<file path="config.mk">
export PLATFORM = sky130hd
export DESIGN_NAME = fuch_format_unit
export DESIGN_NICKNAME = d
export VERILOG_FILES = /design/src/fuch_pkg.sv /design/src/fuch_glist.sv /design/src/fuch_format_unit.sv
export SDC_FILE = /design/constraint.sdc
export NUM_CORES = 2
export LEC_CHECK = 0
export BUFFER_PORTS_ARGS = -buffer_cell sky130_fd_sc_hd__buf_4
export CAP_MARGIN = 10
export CORE_MARGIN = 4
export CORE_UTILIZATION = 55
export DETAILED_ROUTE_END_ITERATION = 8
export GPL_TIMING_DRIVEN = 0
export PLACE_DENSITY = 0.76
export SETUP_SLACK_MARGIN = 0.4
export SYNTH_ARGS = -nofsm -noshare
export SYNTH_HDL_FRONTEND = slang
export SYNTH_SLANG_ARGS = --single-unit
export TNS_END_PERCENT = 10
</file>
<file path="constraint.sdc">
create_clock -name pclk -period 7.7 [get_ports pclk]
set_input_delay 1.54 -clock pclk [delete_from_list [all_inputs] [get_ports pclk]]
set_output_delay 1.54 -clock pclk [all_outputs]
set_load 0.005 [all_outputs]
</file>
<file path="src/fuch_pkg.sv">
package fuch_pkg;

  // ----------------------------------------------------------------
  // bus and register map
  // ----------------------------------------------------------------
  localparam int ADDR_W = 8;
  localparam logic [7:0] OFS_CDB_LO = 8'h00;
  localparam logic [7:0] OFS_CDB_HI = 8'h04;
  localparam logic [7:0] OFS_CTRL = 8'h08;
  localparam logic [7:0] OFS_PARAM = 8'h0c;
  localparam logic [7:0] OFS_STATUS = 8'h10;
  localparam logic [7:0] OFS_SENSE = 8'h14;
  localparam logic [7:0] OFS_REASSIGN = 8'h18;
  localparam logic [7:0] OFS_QUERY = 8'h1c;
  localparam logic [7:0] OFS_PROGRESS = 8'h20;
  localparam int CTRL_GO = 0;
  localparam int CTRL_RESERVED = 1;
  localparam int CTRL_EXTENT = 2;

  // ----------------------------------------------------------------
  // command block layout (byte 0 in bits 7:0)
  // ----------------------------------------------------------------
  localparam logic [7:0] OP_FORMAT = 8'h04;
  localparam logic [7:0] OP_INQUIRY = 8'h12;
  localparam logic [7:0] OP_REQ_SENSE = 8'h03;
  localparam int CDB_FORMAT_DATA_PRESENT = 12;
  localparam int CDB_COMPLETE_LIST_FLAG = 11;
  localparam int CDB_LISTFMT_LSB = 8;

  // ----------------------------------------------------------------
  // parameter list header option bits
  // ----------------------------------------------------------------
  localparam int OPT_OPTIONS_VALID = 7;
  localparam int OPT_SKIP_PRIMARY = 6;
  localparam int OPT_SKIP_CERTIFY = 5;
  localparam int OPT_HALT = 4;
  localparam logic [7:0] OPT_SUPPORTED = 8'hf0;
  localparam logic [2:0] HDR_LAST = 3'h7;

  // ----------------------------------------------------------------
  // status and sense codes
  // ----------------------------------------------------------------
  localparam logic [7:0] ST_GOOD = 8'h00;
  localparam logic [7:0] ST_CHECK = 8'h02;
  localparam logic [7:0] ST_CONFLICT = 8'h18;
  localparam logic [3:0] KEY_NONE = 4'h0;
  localparam logic [3:0] KEY_NOT_READY = 4'h2;
  localparam logic [3:0] KEY_MEDIUM = 4'h3;
  localparam logic [3:0] KEY_ILLEGAL = 4'h5;
  localparam logic [7:0] ASC_NOT_READY = 8'h04;
  localparam logic [7:0] ASCQ_FMT = 8'h04;
  localparam logic [7:0] ASC_BAD_OPCODE = 8'h20;
  localparam logic [7:0] ASC_CDB_FIELD = 8'h24;
  localparam logic [7:0] ASC_PARAM_FIELD = 8'h26;
  localparam logic [7:0] ASC_NO_SPARE = 8'h32;

  // ----------------------------------------------------------------
  // medium and defect lists
  // ----------------------------------------------------------------
  localparam int BLK_W = 6;
  localparam logic [BLK_W-1:0] BLK_LAST = 6'h3f;
  localparam int GLIST_DEPTH = 16;
  localparam int GLIST_CW = 5;
  localparam int PLIST_DEPTH = 4;
  localparam logic [PLIST_DEPTH-1:0][31:0] PLIST = {32'h0000_0005, 32'h0000_0011, 32'h0000_0028, 32'h0000_003e};

  typedef enum logic [2:0] {
    FUCH_IDLE,
    FUCH_DOUT_HDR,
    FUCH_DOUT_PAT,
    FUCH_DOUT_LIST,
    FUCH_FORMAT
  } fuch_state_t;

endpackage : fuch_pkg

</file>
<file path="src/fuch_glist.sv">
module fuch_glist (
  input wire logic pclk,
  input wire logic presetn,
  input wire logic clr,
  input wire logic add,
  input wire logic [31:0] add_lba,
  input wire logic [31:0] query_lba,
  output logic full,
  output logic [fuch_pkg::GLIST_CW-1:0] count,
  output logic query_hit,
  output logic add_dup
);
  import fuch_pkg::*;

  typedef struct packed {
    logic [GLIST_DEPTH-1:0][31:0] entry;
    logic [GLIST_CW-1:0] count;
  } fuch_glist_t;

  fuch_glist_t r;
  fuch_glist_t next_r;
  logic [GLIST_DEPTH-1:0] q_vec;
  logic [GLIST_DEPTH-1:0] d_vec;

  // ----------------------------------------------------------------
  // match only filled entries
  // ----------------------------------------------------------------
  for (genvar i = 0; i < GLIST_DEPTH; i++) begin : g_match
    assign q_vec[i] = (GLIST_CW'(i) < r.count) && (r.entry[i] == query_lba);
    assign d_vec[i] = (GLIST_CW'(i) < r.count) && (r.entry[i] == add_lba);
  end

  assign query_hit = |q_vec;
  assign add_dup = |d_vec;
  assign full = (r.count == GLIST_CW'(GLIST_DEPTH));
  assign count = r.count;

  always_comb begin
    next_r = r;
    if (clr) begin
      next_r.count = '0;
    end else if (add && !add_dup && !full) begin
      // duplicates merge silently so a location is listed once
      next_r.entry[r.count[GLIST_CW-2:0]] = add_lba;
      next_r.count = r.count + GLIST_CW'(1);
    end
  end

  always_ff @(posedge pclk or negedge presetn) begin
    if (!presetn) begin
      r <= '0;
    end else begin
      r <= next_r;
    end
  end

endmodule : fuch_glist

</file>
<file path="src/fuch_format_unit.sv">
// Implementation choices: the APB register port and the placing of the registers.
module fuch_format_unit (
  input wire logic pclk,
  input wire logic presetn,
  input wire logic psel,
  input wire logic penable,
  input wire logic pwrite,
  input wire logic [fuch_pkg::ADDR_W-1:0] paddr,
  input wire logic [31:0] pwdata,
  output logic [31:0] prdata,
  output logic pready,
  output logic pslverr,
  input wire logic certify_fail,
  output logic format_busy
);
  import fuch_pkg::*;

  typedef struct packed {
    fuch_state_t fsm;
    logic [47:0] cdb;
    logic reserved_lun;
    logic extent_held;
    logic [2:0] hdr_idx;
    logic [7:0] opts;
    logic [15:0] list_len;
    logic [15:0] rem;
    logic [1:0] desc_idx;
    logic [23:0] desc_sh;
    logic [BLK_W-1:0] block;
    logic [7:0] status;
    logic [3:0] sense_key;
    logic [7:0] asc;
    logic [7:0] ascq;
    logic [15:0] sks;
    logic done;
    logic inquiry_ok;
    logic fmt_err;
    logic [31:0] query_lba;
    logic [31:0] prdata;
    logic pready;
    logic pslverr;
    logic busy;
  } fuch_regs_t;

  fuch_regs_t r;
  fuch_regs_t next_r;
  logic glist_clr;
  logic glist_add;
  logic [31:0] glist_lba;
  logic glist_full;
  logic glist_dup;
  logic glist_hit;
  logic [GLIST_CW-1:0] glist_count;
  logic [PLIST_DEPTH-1:0] pl_blk_vec;
  logic [PLIST_DEPTH-1:0] pl_q_vec;
  logic pl_blk_hit;
  logic pl_q_hit;
  logic setup;
  logic wr;
  logic go_now;
  logic param_wr;
  logic conflict;
  logic [7:0] opcode;
  logic [7:0] pbyte;
  logic [15:0] progress;
  logic err_now;
  logic cert_now;

  // ----------------------------------------------------------------
  // primary list: constant table, never written
  // ----------------------------------------------------------------
  for (genvar i = 0; i < PLIST_DEPTH; i++) begin : g_plist
    assign pl_blk_vec[i] = (PLIST[i] == {{(32 - BLK_W){1'b0}}, r.block});
    assign pl_q_vec[i] = (PLIST[i] == r.query_lba);
  end
  assign pl_blk_hit = |pl_blk_vec;
  assign pl_q_hit = |pl_q_vec;

  fuch_glist u_glist (
    .pclk(pclk),
    .presetn(presetn),
    .clr(glist_clr),
    .add(glist_add),
    .add_lba(glist_lba),
    .query_lba(r.query_lba),
    .full(glist_full),
    .count(glist_count),
    .query_hit(glist_hit),
    .add_dup(glist_dup)
  );

  // ----------------------------------------------------------------
  // bus decode
  // ----------------------------------------------------------------
  assign setup = psel && !penable;
  assign wr = psel && penable && r.pready && pwrite;
  assign go_now = wr && (paddr == OFS_CTRL) && pwdata[CTRL_GO];
  assign param_wr = wr && (paddr == OFS_PARAM);
  assign conflict = pwdata[CTRL_RESERVED] || pwdata[CTRL_EXTENT];
  assign opcode = r.cdb[7:0];
  assign pbyte = pwdata[7:0];
  assign progress = {r.block, 10'h000};
  assign cert_now = (r.fsm == FUCH_FORMAT) && certify_fail && !r.opts[OPT_SKIP_CERTIFY]
                    && !(pl_blk_hit && !r.opts[OPT_SKIP_PRIMARY]);
  assign err_now = glist_add && glist_full && !glist_dup && r.opts[OPT_HALT];

  function automatic fuch_regs_t start_fmt(input fuch_regs_t s);
    fuch_regs_t t;
    t = s;
    t.fsm = FUCH_FORMAT;
    t.busy = 1'b1;
    t.block = '0;
    t.status = ST_GOOD;
    t.sense_key = KEY_NOT_READY;
    t.asc = ASC_NOT_READY;
    t.ascq = ASCQ_FMT;
    return t;
  endfunction : start_fmt

  // ----------------------------------------------------------------
  // next state
  // ----------------------------------------------------------------
  always_comb begin
    next_r = r;
    glist_clr = 1'b0;
    glist_add = 1'b0;
    glist_lba = '0;
    next_r.pready = setup;
    if (setup) begin
      next_r.pslverr = 1'b0;
      unique case (paddr)
        OFS_CDB_LO: next_r.prdata = r.cdb[31:0];
        OFS_CDB_HI: next_r.prdata = {16'h0000, r.cdb[47:32]};
        OFS_CTRL: next_r.prdata = {29'h0000_0000, r.extent_held, r.reserved_lun, 1'b0};
        OFS_STATUS: next_r.prdata = {progress, 4'h0, (r.fsm inside {FUCH_DOUT_HDR, FUCH_DOUT_PAT, FUCH_DOUT_LIST}),
                                     r.inquiry_ok, r.done, r.busy, r.status};
        OFS_SENSE: next_r.prdata = {8'h00, r.ascq, r.asc, 4'h0, r.sense_key};
        OFS_QUERY: next_r.prdata = {19'h0_0000, glist_count, 7'h00, glist_hit || pl_q_hit};
        OFS_PROGRESS: next_r.prdata = {16'h0000, r.sks};
        OFS_PARAM, OFS_REASSIGN: next_r.prdata = '0;
        default: begin
          // unmapped offsets answer with an error and zero data
          next_r.prdata = '0;
          next_r.pslverr = 1'b1;
        end
      endcase
    end

    // format engine, one block per clock
    if (r.fsm == FUCH_FORMAT) begin
      next_r.block = r.block + BLK_W'(1);
      if (cert_now) begin
        glist_add = 1'b1;
        glist_lba = {{(32 - BLK_W){1'b0}}, r.block};
      end
      if (err_now) begin
        next_r.fmt_err = 1'b1;
      end
      if (r.block == BLK_LAST) begin
        next_r.fsm = FUCH_IDLE;
        next_r.busy = 1'b0;
        next_r.done = 1'b1;
        if (r.fmt_err || err_now) begin
          next_r.status = ST_CHECK;
          next_r.sense_key = KEY_MEDIUM;
          next_r.asc = ASC_NO_SPARE;
          next_r.ascq = 8'h00;
        end else begin
          next_r.status = ST_GOOD;
          next_r.sense_key = KEY_NONE;
          next_r.asc = 8'h00;
          next_r.ascq = 8'h00;
        end
      end
    end

    if (wr) begin
      unique case (paddr)
        OFS_CDB_LO: begin
          if (!(r.fsm inside {FUCH_DOUT_HDR, FUCH_DOUT_PAT, FUCH_DOUT_LIST})) begin
            next_r.cdb[31:0] = pwdata;
          end
        end
        OFS_CDB_HI: begin
          if (!(r.fsm inside {FUCH_DOUT_HDR, FUCH_DOUT_PAT, FUCH_DOUT_LIST})) begin
            next_r.cdb[47:32] = pwdata[15:0];
          end
        end
        OFS_CTRL: begin
          next_r.reserved_lun = pwdata[CTRL_RESERVED];
          next_r.extent_held = pwdata[CTRL_EXTENT];
        end
        OFS_REASSIGN: begin
          // reassigned blocks only while idle, so adds never collide
          if (r.fsm == FUCH_IDLE) begin
            glist_add = 1'b1;
            glist_lba = pwdata;
          end
        end
        OFS_QUERY: next_r.query_lba = pwdata;
        default: begin
        end
      endcase
    end

    // ----------------------------------------------------------------
    // command start
    // ----------------------------------------------------------------
    if (go_now) begin
      unique case (r.fsm)
        FUCH_IDLE: begin
          next_r.done = 1'b1;
          next_r.inquiry_ok = 1'b0;
          next_r.status = ST_GOOD;
          if (opcode == OP_FORMAT) begin
            next_r.fmt_err = 1'b0;
            if (conflict) begin
              next_r.status = ST_CONFLICT;
            end else if (r.cdb[CDB_FORMAT_DATA_PRESENT]) begin
              next_r.done = 1'b0;
              next_r.fsm = FUCH_DOUT_HDR;
              next_r.hdr_idx = '0;
              next_r.busy = 1'b1;
            end else begin
              next_r.done = 1'b0;
              next_r = start_fmt(next_r);
              next_r.opts = '0;
            end
          end else if (opcode == OP_INQUIRY) begin
            next_r.inquiry_ok = 1'b1;
          end else if (opcode != OP_REQ_SENSE) begin
            next_r.status = ST_CHECK;
            next_r.sense_key = KEY_ILLEGAL;
            next_r.asc = ASC_BAD_OPCODE;
            next_r.ascq = 8'h00;
          end
        end
        FUCH_FORMAT: begin
          next_r.done = 1'b1;
          next_r.inquiry_ok = 1'b0;
          if (opcode == OP_INQUIRY) begin
            next_r.status = ST_GOOD;
            next_r.inquiry_ok = 1'b1;
          end else if (opcode == OP_REQ_SENSE) begin
            next_r.status = ST_GOOD;
            next_r.sks = progress;
            if (r.fmt_err || err_now) begin
              next_r.sense_key = KEY_MEDIUM;
              next_r.asc = ASC_NO_SPARE;
              next_r.ascq = 8'h00;
            end else begin
              next_r.sense_key = KEY_NOT_READY;
              next_r.asc = ASC_NOT_READY;
              next_r.ascq = ASCQ_FMT;
            end
          end else begin
            next_r.status = conflict ? ST_CONFLICT : ST_CHECK;
          end
        end
        FUCH_DOUT_HDR, FUCH_DOUT_PAT, FUCH_DOUT_LIST: begin
          // a new command during data-out is dropped
        end
      endcase
    end

    // ----------------------------------------------------------------
    // parameter list intake, one byte per write
    // ----------------------------------------------------------------
    if (param_wr) begin
      unique case (r.fsm)
        FUCH_DOUT_HDR: begin
          next_r.hdr_idx = r.hdr_idx + 3'h1;
          unique case (r.hdr_idx)
            3'h1: next_r.opts = pbyte;
            3'h2: next_r.list_len[15:8] = pbyte;
            3'h3: begin
              next_r.list_len[7:0] = pbyte;
              if (((r.opts & ~OPT_SUPPORTED) != 8'h00)
                  || (!r.opts[OPT_OPTIONS_VALID] && (r.opts[6:4] != 3'h0))) begin
                next_r.fsm = FUCH_IDLE;
                next_r.busy = 1'b0;
                next_r.done = 1'b1;
                next_r.status = ST_CHECK;
                next_r.sense_key = KEY_ILLEGAL;
                next_r.asc = ASC_PARAM_FIELD;
                next_r.ascq = 8'h00;
              end else if ((r.cdb[CDB_LISTFMT_LSB +: 3] != 3'h0) && ({r.list_len[15:8], pbyte} != 16'h0000)) begin
                next_r.fsm = FUCH_IDLE;
                next_r.busy = 1'b0;
                next_r.done = 1'b1;
                next_r.status = ST_CHECK;
                next_r.sense_key = KEY_ILLEGAL;
                next_r.asc = ASC_CDB_FIELD;
                next_r.ascq = 8'h00;
              end else if (r.cdb[CDB_COMPLETE_LIST_FLAG]) begin
                glist_clr = 1'b1;
              end
            end
            3'h6: next_r.rem[15:8] = pbyte;
            HDR_LAST: begin
              next_r.desc_idx = '0;
              if ({r.rem[15:8], pbyte} != 16'h0000) begin
                next_r.fsm = FUCH_DOUT_PAT;
                next_r.rem = {r.rem[15:8], pbyte};
              end else if (r.list_len != 16'h0000) begin
                next_r.fsm = FUCH_DOUT_LIST;
                next_r.rem = r.list_len;
              end else begin
                next_r = start_fmt(next_r);
              end
            end
            default: begin
            end
          endcase
        end
        FUCH_DOUT_PAT: begin
          // the pattern is accepted but not stored
          next_r.rem = r.rem - 16'h0001;
          if (r.rem == 16'h0001) begin
            if (r.list_len != 16'h0000) begin
              next_r.fsm = FUCH_DOUT_LIST;
              next_r.rem = r.list_len;
            end else begin
              next_r = start_fmt(next_r);
            end
          end
        end
        FUCH_DOUT_LIST: begin
          next_r.desc_sh = {r.desc_sh[15:0], pbyte};
          next_r.desc_idx = r.desc_idx + 2'h1;
          next_r.rem = r.rem - 16'h0001;
          if (r.desc_idx == 2'h3) begin
            glist_add = 1'b1;
            glist_lba = {r.desc_sh, pbyte};
            if (err_now) begin
              next_r.fmt_err = 1'b1;
            end
          end
          if (r.rem == 16'h0001) begin
            next_r = start_fmt(next_r);
          end
        end
        FUCH_IDLE, FUCH_FORMAT: begin
        end
      endcase
    end
  end

  always_ff @(posedge pclk or negedge presetn) begin
    if (!presetn) begin
      r <= '0;
    end else begin
      r <= next_r;
    end
  end

  assign prdata = r.prdata;
  assign pready = r.pready;
  assign pslverr = r.pslverr;
  assign format_busy = r.busy;

  // ----------------------------------------------------------------
  // checks
  // ----------------------------------------------------------------
  property p_conflict_rejects;
    @(posedge pclk) disable iff (!presetn)
    go_now && (r.fsm == FUCH_IDLE) && (opcode == OP_FORMAT) && conflict
    |=> (r.status == ST_CONFLICT) && r.done && !r.busy;
  endproperty
  a_conflict_rejects: assert property (p_conflict_rejects) else $error("format not rejected on conflict");

  property p_other_in_format;
    @(posedge pclk) disable iff (!presetn)
    go_now && (r.fsm == FUCH_FORMAT) && (opcode != OP_INQUIRY) && (opcode != OP_REQ_SENSE)
    |=> r.done && (r.status == ($past(conflict) ? ST_CONFLICT : ST_CHECK));
  endproperty
  a_other_in_format: assert property (p_other_in_format) else $error("wrong status during format");

  property p_inquiry_in_format;
    @(posedge pclk) disable iff (!presetn)
    go_now && (r.fsm == FUCH_FORMAT) && (opcode == OP_INQUIRY)
    |=> r.inquiry_ok && (r.status == ST_GOOD) && r.done;
  endproperty
  a_inquiry_in_format: assert property (p_inquiry_in_format) else $error("inquiry refused during format");

  property p_sense_in_format;
    @(posedge pclk) disable iff (!presetn)
    go_now && (r.fsm == FUCH_FORMAT) && (opcode == OP_REQ_SENSE) && !r.fmt_err && !err_now
    |=> (r.sense_key == KEY_NOT_READY) && (r.asc == ASC_NOT_READY) && (r.ascq == ASCQ_FMT)
        && (r.sks == {$past(r.block), 10'h000});
  endproperty
  a_sense_in_format: assert property (p_sense_in_format) else $error("bad sense during format");

  property p_primary_not_grown;
    @(posedge pclk) disable iff (!presetn)
    glist_add && (r.fsm == FUCH_FORMAT) |-> !(pl_blk_hit && !r.opts[OPT_SKIP_PRIMARY]);
  endproperty
  a_primary_not_grown: assert property (p_primary_not_grown) else $error("primary defect copied");

  property p_cert_merged;
    @(posedge pclk) disable iff (!presetn)
    (r.fsm == FUCH_FORMAT) && certify_fail && !r.opts[OPT_SKIP_CERTIFY] && !pl_blk_hit
    |-> glist_add && (glist_lba[BLK_W-1:0] == r.block);
  endproperty
  a_cert_merged: assert property (p_cert_merged) else $error("certify defect not merged");

  property p_clear_needs_complete_list_flag;
    @(posedge pclk) disable iff (!presetn)
    glist_clr |-> r.cdb[CDB_COMPLETE_LIST_FLAG] && (r.fsm == FUCH_DOUT_HDR);
  endproperty
  a_clear_needs_complete_list_flag: assert property (p_clear_needs_complete_list_flag) else $error("grown list wrongly cleared");

  property p_no_data_no_dout;
    @(posedge pclk) disable iff (!presetn)
    go_now && (r.fsm == FUCH_IDLE) && (opcode == OP_FORMAT) && !conflict && !r.cdb[CDB_FORMAT_DATA_PRESENT]
    |=> (r.fsm == FUCH_FORMAT) && r.busy ##1 (r.fsm == FUCH_FORMAT);
  endproperty
  a_no_data_no_dout: assert property (p_no_data_no_dout) else $error("format without data stalled");

  property p_bad_option;
    @(posedge pclk) disable iff (!presetn)
    param_wr && (r.fsm == FUCH_DOUT_HDR) && (r.hdr_idx == 3'h3) && ((r.opts & ~OPT_SUPPORTED) != 8'h00)
    |=> (r.fsm == FUCH_IDLE) && (r.status == ST_CHECK) && (r.sense_key == KEY_ILLEGAL)
        && (r.asc == ASC_PARAM_FIELD);
  endproperty
  a_bad_option: assert property (p_bad_option) else $error("unsupported option accepted");

  property p_descriptor_added;
    @(posedge pclk) disable iff (!presetn)
    param_wr && (r.fsm == FUCH_DOUT_LIST) && (r.desc_idx == 2'h3)
    |-> glist_add && (glist_lba[7:0] == pbyte);
  endproperty
  a_descriptor_added: assert property (p_descriptor_added) else $error("descriptor not mapped out");

  property p_busy_ends_done;
    @(posedge pclk) disable iff (!presetn)
    $fell(r.busy) |-> r.done && (r.fsm == FUCH_IDLE);
  endproperty
  a_busy_ends_done: assert property (p_busy_ends_done) else $error("busy dropped without completion");

endmodule : fuch_format_unit

</file>
==> run_results.csv <==
group,metric,value,unit
timing,setup_viol,0,
yosys,seq_area_frac_synth,42.7,%
worst_setup_path,cp_cell_sequence,"buf_4 > or4b_1 > nor4_1 > clkbuf_1 > nor2_1 > a21boi_1 > buf_6 > a2111oi_0 > nand4_1 > nor4_2 > nor4_2 > nand4_4 > nor2_4 > and3_1 > clkbuf_1 > buf_4 > mux2_2",
yosys,synth-seq-cells,749,
job,cap_violations,1,
yosys,yosysTopAreaCellShare,42.7,%
pwr,worst_ir_drop_vdd,0.000227,V
detailed_routing,via_per_inst,6.89,
yosys,synth_top_area_cell,"dfrtp_1",
detailed_routing,vias,36800,
timing,fin_skew,22.6,ps
die,fp.dieH,290,µm
timing,fin_hold_ws,475,ps
yosys,synth-edff-count,0,
clocking,root_buffer,"clkbuf_16",
clocking,clock_path_buffers,3,
pwr,p_leak,23.9,nW
worst_setup_path,arrival,8040,ps
timing,final.period_utilization,97.4,%
timing,rsz0062_at_grt,"true",
worst_setup_path,critPathLaunchType,"primary input",
worst_setup_path,crit_path_end_kind,"register",
clocking,cts.sinks,749,
cells_and_area,final_cells,5337,
yosys,syn-cell-area,43900,µm²
die,fp.coreArea,79000,µm²
placement,gp_congestion,1.06,
timing,post-route-min-period,7500,ps
worst_setup_path,worstPathMaxFanout,10,
grt,antenna_found_initial,24,
pwr,power_density,175,nW/µm²
yosys,ys_top_cells_by_count,"749 x dfrtp_1, 687 x xnor2_1, 460 x mux2_2",
cells_and_area,nNetsFinal,4268,
worst_setup_path,crit_required,8250,ps
clocking,cts_tree,"done",
timing,finalHoldViolations,0,
timing,relSlewSlack,-9.05,%
pwr,total_power,8.73,mW
yosys,yosys_warnings,0,
timing,maxSlewViolCount,12,
clocking,clk_latency,670,ps
worst_setup_path,rr_startpoint,"pready$_DFF_PN0_",
yosys,synth.most_common_cell,"dfrtp_1",
clocking,cts_buffers,86,
hold_path,hold_path.class,"register to register",
cells_and_area,fillCellCount,6436,
timing,max_freq,133,MHz
yosys,yosys-top-cells-area,"dfrtp_1 43%, xnor2_1 14%, mux2_2 12%",
grt,grt_pass1_wl,291,mm
detailed_routing,drt.antenna.violating_nets,0,
timing,fin_ws,204,ps
cells_and_area,drive_above_1_share,24.7,%
die,die_area,84300,µm²
die,initial_utilization,55.5,%
yosys,async_reset_ff_share,100,%
outcome,violations,"max-capacitance violations, max-slew violations",
timing,worst_slew_pin_slew,1640,ps
yosys,avgSynthCellArea,11.0,µm²
grt,grt-ovfl-total,0,
worst_setup_path,slowest_stage,"nor4_1",
detailed_routing,wl_per_cell,40.2,µm
yosys,syn_inst,3972,
clocking,htree_levels,3,
worst_setup_path,slowest_delay,720,ps
grt,grt_util_all_layers,49.6,%
die,io_pins,81,
detailed_routing,drtIter0Drc,6183,
yosys,synth_nets,4034,
detailed_routing,drt_first_pass_iters,6,
outcome,status,"complete, but fails checks",
grt,grt_max_degree,120,
worst_setup_path,crit_type,"primary input to register",
worst_setup_path,critPathLaunch,"paddr[2]",
placement,placed_area,46900,µm²
yosys,synth_top_flop_cell,"dfrtp_1",
placement,dp_hpwl,151,mm
clocking,cts.clk_slew.worst_paths,60,ps
hold_path,min-delay-start,"prdata[24]$_DFFE_PN0P_",
clocking,postCtsHoldBufs,0,
timing,setup_tns,0,ps
cells_and_area,fin_area,50000,µm²
cells_and_area,fin_util,63.3,%
worst_setup_path,rrSetupSlack,900,ps
die,die_w,290,µm
placement,placed_cells,5165,
yosys,synth_cell_types,82,
placement,pre_cts_slack,-613,ps
detailed_routing,wirelength,214,mm
placement,port_buffers,78,
grt,grt_pass1_vias,35400,
die,rows,103,
cells_and_area,syn_to_final_growth,14.0,%
detailed_routing,drc,0,
kinds of logic after synthesis:
| family | count (synthesis) | share of synthesized area (%) |
|---|---|---|
| adder cells (fa/ha/maj) | 16 | 0.456 |
| AND/OR/NAND/NOR | 829 | 10.5 |
| flip-flops | 749 | 42.7 |
| XOR/XNOR | 990 | 19.8 |
| multiplexers | 600 | 15.8 |
| buffers and inverters | 382 | 4.43 |
| AO/OA/AOI/OAI | 406 | 6.35 |
timing repair:
action | 4_1_cts | 5_1_grt
endpoints found under the setup margin | 482 | 458
setup buffers | 2 | 0
pin swaps | 1 | 0
resized for setup | 3 | 9
routing by layer:
layer  routed length [µm]  vias to the layer above  global-route usage, %
met5                   54                        -                      0
met4                20700                        6                   36.6
met3                30800                      926                   20.3
met2                84900                     2968                   67.8
met1                78000                    18400                   62.7
li1                     -                    14400                      -
placed cells by master (no fill, tap or decap), drive strengths merged, types with 9 or more instances in the layout:
| cell | instances |
|---|---|
| a22oi | 63 |
| diode | 10 |
| buf | 327 |
| nor4 | 181 |
| clkinv | 24 |
| a22o | 37 |
| a211oi | 9 |
| nand4 | 138 |
| xnor2 | 687 |
| mux2i | 24 |
| bufinv | 10 |
| a222oi | 11 |
| nand3 | 53 |
| nor2 | 150 |
| a21oi | 63 |
| o22ai | 9 |
| dfrtp | 749 |
| nand2 | 140 |
| clkinvlp | 12 |
| and3 | 13 |
| a221oi | 26 |
| or4 | 13 |
| clkbuf | 258 |
| nor3 | 41 |
| ha | 16 |
| or3 | 11 |
| nand2b | 14 |
| o21ai | 111 |
| xor2 | 303 |
| and2 | 27 |
| mux2 | 576 |
| a31oi | 19 |
| inv | 55 |
| nor2b | 12 |
power by group:
part / switching [mW] / internal [mW] / total, mW
clock: 1.89 / 2.56 / 4.45
sequential: 0.0126 / 3.96 / 3.97
combinational: 0.213 / 0.104 / 0.316
total: 2.12 / 6.62 / 8.73
state kept, by name (all words and copies together) (netlist names):
signal,flops
r,183
pready,1
u_glist.count,5
prdata,32
u_glist.r,512
format_busy,1
pslverr,1
progress,6
opcode,8
worst max-delay path: cells and delay by family:
| kind | cells | cell delay, ps |
|---|---|---|
| AOI/OAI and AO/OA | 2 | 780 |
| buffers and inverters | 5 | 1600 |
| muxes | 1 | 360 |
| and+or+nand+nor | 9 | 3710 |
path summary, 6_finish.rpt:
kind / endpoint / cells after the start
max reg2reg: u_glist.r[344]$_DFFE_PN0P_ / 16
max in group asynchronous: u_glist.r[48]$_DFFE_PN0P_ / 4
max: u_glist.r[344]$_DFFE_PN0P_ / 17
min in group asynchronous: u_glist.r[495]$_DFFE_PN0P_ / 1
min: prdata[24]$_DFFE_PN0P_ / 2
min reg2reg: prdata[24]$_DFFE_PN0P_ / 2
final cells by class:
| cell class | instances | area [µm²] | share of cell area (%) |
|---|---|---|---|
| antenna | 10 | 25.0 | 0.0500 |
| multi-input combinational | 2841 | 23300 | 46.5 |
| buffer | 333 | 1820 | 3.64 |
| clock buffer | 107 | 2380 | 4.76 |
| sequential | 749 | 18700 | 37.5 |
| tap | 1050 | 1310 | 2.63 |
| clock inverter | 52 | 627 | 1.25 |
| inverter | 49 | 184 | 0.368 |
| timing repair buffer | 146 | 1670 | 3.34 |
(Power assumes the default switching activity.)
